$ cat config.mk
export PLATFORM = sky130hd
export DESIGN_NAME = bchc_core
export DESIGN_NICKNAME = d
export VERILOG_FILES = /design/src/rtl/bchc_pkg.sv /design/src/rtl/bchc_rg_counter.sv /design/src/rtl/bchc_core.sv
export SDC_FILE = /design/constraint.sdc
export NUM_CORES = 1
export LEC_CHECK = 0
export ABC_AREA = 1
export ABC_CLOCK_PERIOD_IN_PS = 1300
export BUFFER_PORTS_ARGS = -buffer_cell sky130_fd_sc_hd__clkbuf_2
export CAP_MARGIN = 15
export CORE_ASPECT_RATIO = 1.1
export CORE_MARGIN = 5
export CORE_UTILIZATION = 47
export CTS_CLUSTER_DIAMETER = 80
export DETAILED_ROUTE_END_ITERATION = 6
export PLACE_DENSITY = 0.75
export SLEW_MARGIN = 15
export SYNTH_ARGS = -nofsm -noshare
export SYNTH_HDL_FRONTEND = slang
export SYNTH_HIERARCHICAL = 1
export SYNTH_SLANG_ARGS = --single-unit
$ cat constraint.sdc
create_clock -name ref_clk_in -period 1.3 [get_ports ref_clk_in]
set_input_delay 0.13 -clock ref_clk_in [delete_from_list [all_inputs] [get_ports ref_clk_in]]
set_output_delay 0.13 -clock ref_clk_in [all_outputs]
set_load 0.01 [all_outputs]
$ cat src/rtl/bchc_pkg.sv
package bchc_pkg;

  // ----------------------------------------------------------------
  // Bus status encodings
  // ----------------------------------------------------------------
  localparam logic [2:0] BCHC_STATUS_IDLE = 3'h7;

  // ----------------------------------------------------------------
  // Reset values
  // ----------------------------------------------------------------
  localparam logic       BCHC_FLAG_CLEAR  = 1'b0;
  localparam logic       BCHC_LINE_IDLE   = 1'b1;
  localparam logic [3:0] BCHC_PHASE_CLEAR = 4'h0;

  // ----------------------------------------------------------------
  // Phase shift register bit positions
  // ----------------------------------------------------------------
  localparam int BCHC_PH1 = 0;
  localparam int BCHC_PH2 = 1;
  localparam int BCHC_PH3 = 2;
  localparam int BCHC_PH4 = 3;

  // Counter states of one request/grant channel
  typedef enum logic [1:0] {
    BCHC_RG_IDLE,
    BCHC_RG_REQUESTED,
    BCHC_RG_ACKED
  } bchc_rg_state_t;

  // Status lines from the processor
  typedef struct packed {
    logic bus_status_line_c;
    logic bus_status_line_b;
    logic bus_status_line_a;
  } bchc_status_t;

  // Data enable internals
  typedef struct packed {
    logic write_data_enable_early;
    logic write_data_enable_late;
    logic read_data_enable;
  } bchc_den_t;

endpackage : bchc_pkg

$ cat src/rtl/bchc_rg_counter.sv
`timescale 1ns/100ps

// Three-pulse counter for one request/grant channel
module bchc_rg_counter
  import bchc_pkg::*;
(
  input  wire logic ref_clk_in,
  input  wire logic divider_clear_in,
  input  wire logic buffered_request_grant_in,
  input  wire logic min_mode_in,
  output logic      pending_grant_flag_out,
  output logic      hold_ack_flag_out,
  output logic      bus_hold_ack_out
);
  import bchc_pkg::*;

  bchc_rg_state_t state;
  bchc_rg_state_t next_state;

  // ----------------------------------------------------------------
  // Next state
  // ----------------------------------------------------------------
  always_comb begin
    next_state = state;
    // Low line during the sampled cycle is one counting pulse
    if (!buffered_request_grant_in) begin
      case (state)
        BCHC_RG_IDLE:      next_state = BCHC_RG_REQUESTED;
        BCHC_RG_REQUESTED: next_state = BCHC_RG_ACKED;
        BCHC_RG_ACKED:     next_state = BCHC_RG_IDLE;
        default:           next_state = BCHC_RG_IDLE;
      endcase
    end
  end

  // Divider clear is asynchronous on the counters
  always_ff @(posedge ref_clk_in or posedge divider_clear_in) begin
    if (divider_clear_in) begin
      state <= BCHC_RG_IDLE;
    end else begin
      state <= next_state;
    end
  end

  assign pending_grant_flag_out = (state == BCHC_RG_REQUESTED);
  assign hold_ack_flag_out      = (state == BCHC_RG_ACKED);
  // Acknowledge to the system under test only in minimum mode
  assign bus_hold_ack_out       = hold_ack_flag_out & min_mode_in;

endmodule // bchc_rg_counter

$ cat src/rtl/bchc_core.sv
`timescale 1ns/100ps

// Operation
// - Any status line falling from all-high idle starts a new bus cycle, except into the halt pattern.
// - Address latch strobe rises one cycle before phase one.
// - Strobe drops in phase one and stays low while status is active.
// - Address is captured on the strobe's falling edge.
// - Halt status pattern clears phase one so no cycle runs.
// - Early write enable set with the strobe in phase one.
// - Late write enable set when phase one is sampled high.
// - Read enable set from late write enable when phase two is sampled high.
// - Active-low data enable picks early write or read by direction.
// - Data enable held until phase four, which clears the enables.
// - Divider clear forces both counter flags to zero.
// - Counter advances on each cycle its buffered line is low.
// - First pulse sets pending grant, acknowledge stays low.
// - Second pulse sets acknowledge; driven out only in minimum mode.
// - Third pulse clears both flags, ready for the next sequence.
// - Two identical counters, one for each request/grant line.
// - Maximum mode uses request/grant lines instead of hold pair.
// - Request is halt, or hold qualified by minimum mode, sampled.
// - New request drives the selected line low for one cycle.
// - A request held on later clocks makes no further pulses.
// - Withdrawn request gives a one-cycle low release pulse.
// - Four phases come from a shift register fed by the strobe.
// - Divider clear follows the active-high system reset.

module bchc_core
  import bchc_pkg::*;
(
  input  wire logic              ref_clk_in,
  input  wire logic              rst_in,
  input  wire bchc_pkg::bchc_status_t status_in,
  input  wire logic              transfer_direction_in,
  input  wire logic [19:0]       address_in,
  input  wire logic              hold_request_in,
  input  wire logic              halt_request_in,
  input  wire logic              min_mode_in,
  input  wire logic              channel_select_in,
  input  wire logic              request_grant_line_zero_in,
  input  wire logic              request_grant_line_one_in,
  output logic                   request_grant_line_zero_out,
  output logic                   request_grant_line_zero_oe_out,
  output logic                   request_grant_line_one_out,
  output logic                   request_grant_line_one_oe_out,
  output logic                   addr_latch_strobe_out,
  output logic [19:0]            latched_address_out,
  output logic [3:0]             bus_phase_out,
  output logic                   data_enable_n_out,
  output logic                   hold_ack_chan_zero_out,
  output logic                   hold_ack_chan_one_out,
  output logic                   pending_grant_zero_out,
  output logic                   pending_grant_one_out,
  output logic                   bus_hold_ack_out
);
  import bchc_pkg::*;

  // ----------------------------------------------------------------
  // Helpers
  // ----------------------------------------------------------------
  function automatic logic status_is_idle(input bchc_status_t s);
    return ({s.bus_status_line_c, s.bus_status_line_b, s.bus_status_line_a}
            == BCHC_STATUS_IDLE);
  endfunction

  function automatic logic status_is_halt(input bchc_status_t s);
    return s.bus_status_line_a & s.bus_status_line_b & ~status_is_idle(s);
  endfunction

  // ----------------------------------------------------------------
  // Cycle start, strobe and phase shift register
  // ----------------------------------------------------------------
  logic       status_was_idle;
  logic       next_status_was_idle;
  logic       strobe;
  logic       next_strobe;
  logic [3:0] phase;
  logic [3:0] next_phase;
  logic [19:0] next_latched_address;
  logic       cycle_start;

  // Idle relies on the processor returning status high before phase four ends
  assign cycle_start = status_was_idle & ~status_is_idle(status_in);

  always_comb begin
    next_status_was_idle = status_is_idle(status_in);
    // One-cycle strobe per detected cycle; halt suppresses it
    next_strobe = cycle_start & ~status_is_halt(status_in);
    // Strobe walks through four phases
    next_phase = {phase[BCHC_PH3], phase[BCHC_PH2], phase[BCHC_PH1], strobe};
    if (status_is_halt(status_in)) begin
      next_phase[BCHC_PH1] = 1'b0;
    end
    next_latched_address = latched_address_out;
    // Capture as the strobe falls
    if (strobe && !next_strobe) begin
      next_latched_address = address_in;
    end
  end

  always_ff @(posedge ref_clk_in or posedge rst_in) begin
    if (rst_in) begin
      status_was_idle     <= 1'b1;
      strobe              <= 1'b0;
      phase               <= BCHC_PHASE_CLEAR;
      latched_address_out <= '0;
    end else begin
      status_was_idle     <= next_status_was_idle;
      strobe              <= next_strobe;
      phase               <= next_phase;
      latched_address_out <= next_latched_address;
    end
  end

  assign addr_latch_strobe_out = strobe;
  assign bus_phase_out         = phase;

  // ----------------------------------------------------------------
  // Data enable
  // ----------------------------------------------------------------
  bchc_den_t data_enable_out;
  bchc_den_t next_den;
  logic      next_data_enable_n;

  always_comb begin
    next_den = data_enable_out;
    // Phase four ends the enables; a set in the same cycle still wins
    if (phase[BCHC_PH4]) begin
      next_den = '0;
    end
    if (strobe) begin
      next_den.write_data_enable_early = 1'b1;
    end
    if (phase[BCHC_PH1]) begin
      next_den.write_data_enable_late = 1'b1;
    end
    if (phase[BCHC_PH2] && data_enable_out.write_data_enable_late) begin
      next_den.read_data_enable = 1'b1;
    end
    // Direction high selects write path
    next_data_enable_n = transfer_direction_in ? ~next_den.write_data_enable_early
                                               : ~next_den.read_data_enable;
  end

  always_ff @(posedge ref_clk_in or posedge rst_in) begin
    if (rst_in) begin
      data_enable_out               <= '0;
      data_enable_n_out <= 1'b1;
    end else begin
      data_enable_out               <= next_den;
      data_enable_n_out <= next_data_enable_n;
    end
  end

  // ----------------------------------------------------------------
  // Request/grant pulse generator
  // ----------------------------------------------------------------
  logic req_raw;
  logic req_sampled;
  logic next_req_sampled;
  logic req_active;
  logic next_req_active;
  logic active_chan;
  logic next_active_chan;
  logic pulse_low;
  logic next_pulse_low;
  logic pulse_chan;
  logic next_pulse_chan;

  // Hold counts only in minimum mode; halt always
  assign req_raw = halt_request_in | (hold_request_in & min_mode_in);

  always_comb begin
    next_req_sampled = req_raw;
    next_req_active  = req_active;
    next_active_chan = active_chan;
    next_pulse_low   = 1'b0;
    next_pulse_chan  = pulse_chan;
    // Rising request while inactive gives one request pulse
    if (req_sampled && !req_active) begin
      next_req_active  = 1'b1;
      next_active_chan = channel_select_in;
      next_pulse_low   = 1'b1;
      next_pulse_chan  = channel_select_in;
    end else if (!req_sampled && req_active) begin
      // Withdrawal issues release on the same line
      next_req_active = 1'b0;
      next_pulse_low  = 1'b1;
      next_pulse_chan = active_chan;
    end
  end

  always_ff @(posedge ref_clk_in or posedge rst_in) begin
    if (rst_in) begin
      req_sampled <= 1'b0;
      req_active  <= 1'b0;
      active_chan <= 1'b0;
      pulse_low   <= 1'b0;
      pulse_chan  <= 1'b0;
    end else begin
      req_sampled <= next_req_sampled;
      req_active  <= next_req_active;
      active_chan <= next_active_chan;
      pulse_low   <= next_pulse_low;
      pulse_chan  <= next_pulse_chan;
    end
  end

  // Open-drain style: drive low only during the pulse
  assign request_grant_line_zero_out    = ~BCHC_LINE_IDLE;
  assign request_grant_line_one_out     = ~BCHC_LINE_IDLE;
  assign request_grant_line_zero_oe_out = pulse_low & ~pulse_chan;
  assign request_grant_line_one_oe_out  = pulse_low & pulse_chan;

  // ----------------------------------------------------------------
  // Counters; buffered line sees our pulse and the processor grant
  // ----------------------------------------------------------------
  logic divider_clear;
  logic buffered_request_grant_zero;
  logic buffered_request_grant_one;
  logic ack_zero;
  logic ack_one;

  assign divider_clear = rst_in;
  // Grant from the processor arrives as a one-cycle low
  assign buffered_request_grant_zero = request_grant_line_zero_in
                                       & ~request_grant_line_zero_oe_out;
  assign buffered_request_grant_one  = request_grant_line_one_in
                                       & ~request_grant_line_one_oe_out;

  // Two identical channels
  bchc_rg_counter u_chan_zero (
    .ref_clk_in                (ref_clk_in),
    .divider_clear_in          (divider_clear),
    .buffered_request_grant_in (buffered_request_grant_zero),
    .min_mode_in               (min_mode_in),
    .pending_grant_flag_out    (pending_grant_zero_out),
    .hold_ack_flag_out         (hold_ack_chan_zero_out),
    .bus_hold_ack_out          (ack_zero)
  );

  bchc_rg_counter u_chan_one (
    .ref_clk_in                (ref_clk_in),
    .divider_clear_in          (divider_clear),
    .buffered_request_grant_in (buffered_request_grant_one),
    .min_mode_in               (min_mode_in),
    .pending_grant_flag_out    (pending_grant_one_out),
    .hold_ack_flag_out         (hold_ack_chan_one_out),
    .bus_hold_ack_out          (ack_one)
  );

  assign bus_hold_ack_out = ack_zero | ack_one;

endmodule // bchc_core

==> Flow_metrics.wiki <==
{| class="wikitable"
! Metric !! Value
|-
| Area share of the largest cell type after synthesis || 56.0%
|-
| CTS tree || done
|-
| Number of top-level design ports || 67
|-
| Crit path required time || 1170 ps
|-
| Multi-input combinational cell area || 507 um2
|-
| Buffer type at the clock tree root || sky130_fd_sc_hd__clkbuf_4
|-
| GRT Total Usage || 17.5%
|-
| Antenna Violating Nets Remaining || 0
|-
| Violations in the final reports || setup timing
|-
| Power, Total || 3.77 mW
|-
| Width of the die || 66.5 um
|-
| Kind of critical path || reg2out
|-
| Fin. max-slew vios || 0
|-
| Power Density || 1630 mW/mm2
|-
| Cell area after technology mapping || 0.00165 mm2
|-
| Clock tree sinks || 39
|-
| NumNets Final || 305
|-
| Capturing element type of the critical path || output pin
|-
| Number of cells in the finished layout apart from fillers || 320
|-
| H-Tree Depth || 2
|-
| Total via count after detailed routing || 1452
|-
| Final routed DRC violation total || 0
|-
| Final Hold Vio Count || 0
|-
| Total clock buffers created by CTS || 5
|-
| Clock input transition at the sequential cells of the worst setup and hold paths || 120 ps
|-
| Area of the die || 0.00480 mm2
|-
| Largest area contributor in the synthesized netlist || sky130_fd_sc_hd__dfrtp_1
|-
| Area of all placed cells without fillers || 0.00231 mm2
|-
| Post-placement cell count || 287
|-
| Number of placement rows || 22
|-
| Die height || 72.2 um
|-
| Synthesis-stage register bit count || 39
|-
| Cell types occupying the most area after synthesis || sky130_fd_sc_hd__dfrtp_1 56%, sky130_fd_sc_hd__nand2_1 14%, sky130_fd_sc_hd__nand3_1 7.0%
|-
| Setup slack, reg-to-reg || 170 ps
|-
| Via count of the first global-routing pass || 1506
|-
| Element type at the critical path start || flop
|-
| Sequential Area || 980 um2
|-
| Highest attainable clock frequency || 0.732 GHz
|-
| Post-place instance area || 0.00195 mm2
|-
| Worst IR drop on VDD || 0.840 mV
|-
| Antenna diode instance count || 0
|-
| Fraction of final layout cells with drive strength greater than 1 || 35.7%
|-
| Syn avg cell area || 9.03 um2
|-
| Clock latency of the later-clocked register in the worst-skew pair || 340 ps
|-
| Fill cell instance count of the final layout || 289
|-
| Part of the Yosys area used for sequential elements || 59.2%
|-
| Maximum Capacitance Violations || 0
|-
| Maximum number of pins on one net before global-route repair || 36
|-
| Setup ws final || -66.6 ps
|-
| Clock period minus worst slack || 1370 ps
|-
| Final weighted congestion in routability-driven placement || 0.697
|-
| Number of vias per cell || 4.54
|-
| Min-Delay Path Class || in2reg
|-
| IO Port Bufs || 64
|-
| Number of antenna violations at the first check in global routing || 0
|-
| Placeable core area || 0.00336 mm2
|-
| Status || finished with violations
|-
| DR WL/cell || 12.2 um
|-
| Total leakage power || 1.36 nW
|-
| Worst-path maximum fanout || 2
|-
| Initial standard-cell utilization of the core || 49.2%
|-
| Synth unique cells || 16
|-
| Setup violations, final || 2
|-
| Setup repair after global routing missed its margin || yes
|-
| HPWL reported at the end of detailed placement || 2540 um
|-
| Fin crit share || 105%
|-
| Detailed Route Iter0 Violations || 60
|-
| Length of the first detailed-routing pass in iterations || 4
|-
| Global-route wire length before repair || 6400 um
|-
| Warning count from the yosys run || 6
|-
| Layout overhead on the synthesized area || 39.9%
|-
| Mapped Cells || 183
|-
| Routed wire length || 3920 um
|-
| Max Root-Sink Buffers || 2
|-
| Data arrival time of the worst path || 1240 ps
|-
| Total gr overflow || 0
|-
| Setup clock skew after layout || 10.9 ps
|}
worst max-delay path, cell delays in order, from the launching register on:
cell	delay, ps
sky130_fd_sc_hd__dfrtp_1	370
sky130_fd_sc_hd__inv_1	60
sky130_fd_sc_hd__nand2_1	80
sky130_fd_sc_hd__nor2_1	40
sky130_fd_sc_hd__or2_4	240
sky130_fd_sc_hd__buf_6	120
layout make-up:
cell class / instances / share of cell area [%]
Sequential cell: 39 / 42.4
Timing Repair Buffer: 92 / 26.0
Multi-Input combinational cell: 110 / 21.9
Inverter: 24 / 3.90
Tap cell: 48 / 2.60
Clock buffer: 5 / 1.62
Clock inverter: 2 / 1.62
power by group:
part / internal (mW) / switching [mW]
sequential: 1.49 / 0.156
combinational: 0.655 / 0.695
clock: 0.394 / 0.381
total: 2.54 / 1.23
metal layers:
layer | share of wire [%] | wire (um) | track usage (%) | vias to the layer above
li1 | - | - | - | 722
met1 | 41 | 1610 | 20.2 | 673
met2 | 50 | 1960 | 29.2 | 52
met3 | 7.7 | 302 | 6.81 | 5
met4 | 1.1 | 42 | 6.55 | 0
met5 | 0 | 0 | 0 | -
stage by stage:
step	worst slack, ps	utilization, %	hold slack (ps)	setup TNS, ps
finish	-66.6	68.9	14.7	-78.7
global route	-165	68.9	3.54	-324
CTS	-66.2	67.1	2.89	-101
detailed placement	142	58.2	-7.46	0
global placement	169	58.2	-12.1	0
floorplan	354	-	-129	0
state kept, by name (all words and copies together), names as in the netlist, 2 cells and up:
register             count
data_enable_out          3
latched_address_out     20
bus_phase_out            4
u_chan_one/state         2
u_chan_zero/state        2
logic make-up after synthesis:
group                    Yosys count  share of synthesized area [%]
flip-flops                        39                           59.2
AND/OR/NAND/NOR                  102                           26.6
AO/OA/AOI/OAI                      5                           1.89
other                              1                          0.227
buffers and inverters             35                           11.4
adder cells (fa/ha/maj)            1                          0.757
layout by cell type, fill, tap and decap left out:
| cell | count |
|---|---|
| sky130_fd_sc_hd__dfrtp_1 | 36 |
| sky130_fd_sc_hd__dfrtp_2 | 1 |
| sky130_fd_sc_hd__nand2_2 | 5 |
| sky130_fd_sc_hd__dlygate4sd3_1 | 16 |
| sky130_fd_sc_hd__nand2_4 | 1 |
| sky130_fd_sc_hd__inv_1 | 22 |
| sky130_fd_sc_hd__nor2_2 | 1 |
| sky130_fd_sc_hd__o21ai_0 | 2 |
| sky130_fd_sc_hd__buf_4 | 9 |
| sky130_fd_sc_hd__ha_1 | 1 |
| sky130_fd_sc_hd__buf_6 | 6 |
| sky130_fd_sc_hd__clkbuf_2 | 59 |
| sky130_fd_sc_hd__clkbuf_4 | 5 |
| sky130_fd_sc_hd__nand2_1 | 61 |
| sky130_fd_sc_hd__clkinvlp_4 | 1 |
| sky130_fd_sc_hd__dfstp_2 | 2 |
| sky130_fd_sc_hd__nor2_1 | 9 |
| sky130_fd_sc_hd__a31oi_1 | 1 |
| sky130_fd_sc_hd__inv_2 | 2 |
| sky130_fd_sc_hd__nand2_8 | 1 |
| sky130_fd_sc_hd__bufinv_16 | 1 |
| sky130_fd_sc_hd__a21o_1 | 2 |
| sky130_fd_sc_hd__conb_1 | 2 |
| sky130_fd_sc_hd__nand3_1 | 23 |
| sky130_fd_sc_hd__buf_2 | 2 |
| sky130_fd_sc_hd__or2_4 | 1 |
cell usage after synthesis (all sizes together):
master and n:
ha 1, or2 1, o21ai 2, inv 24
dfrtp 37, a21o 2, nor2 10, dfstp 2
conb 1, nand2 68, nand3 23, buf 11
a31oi 1
final timing paths:
path	startpoint	endpoint	cells after the start
worst max-delay path	u_chan_zero/state[0]	bus_hold_ack_out	5
worst min-delay path	address_in[18]	latched_address_out[18]	3
worst max register to register	status_was_idle	latched_address_out[3]	4
worst min register to register	bus_phase_out[2]	bus_phase_out[3]	0
max in group asynchronous	rst_in	data_enable_n_out	4
min in group asynchronous	rst_in	u_chan_zero/state[0]	3
repair_timing:
item,CTS,global route
hold buffers,16,0
gates resized for setup,3,15
pin swaps,3,2
hold endpoints to repair,49,0
setup endpoints to repair,2,6
buffers inserted,8,3
(Power assumes the default switching activity.)
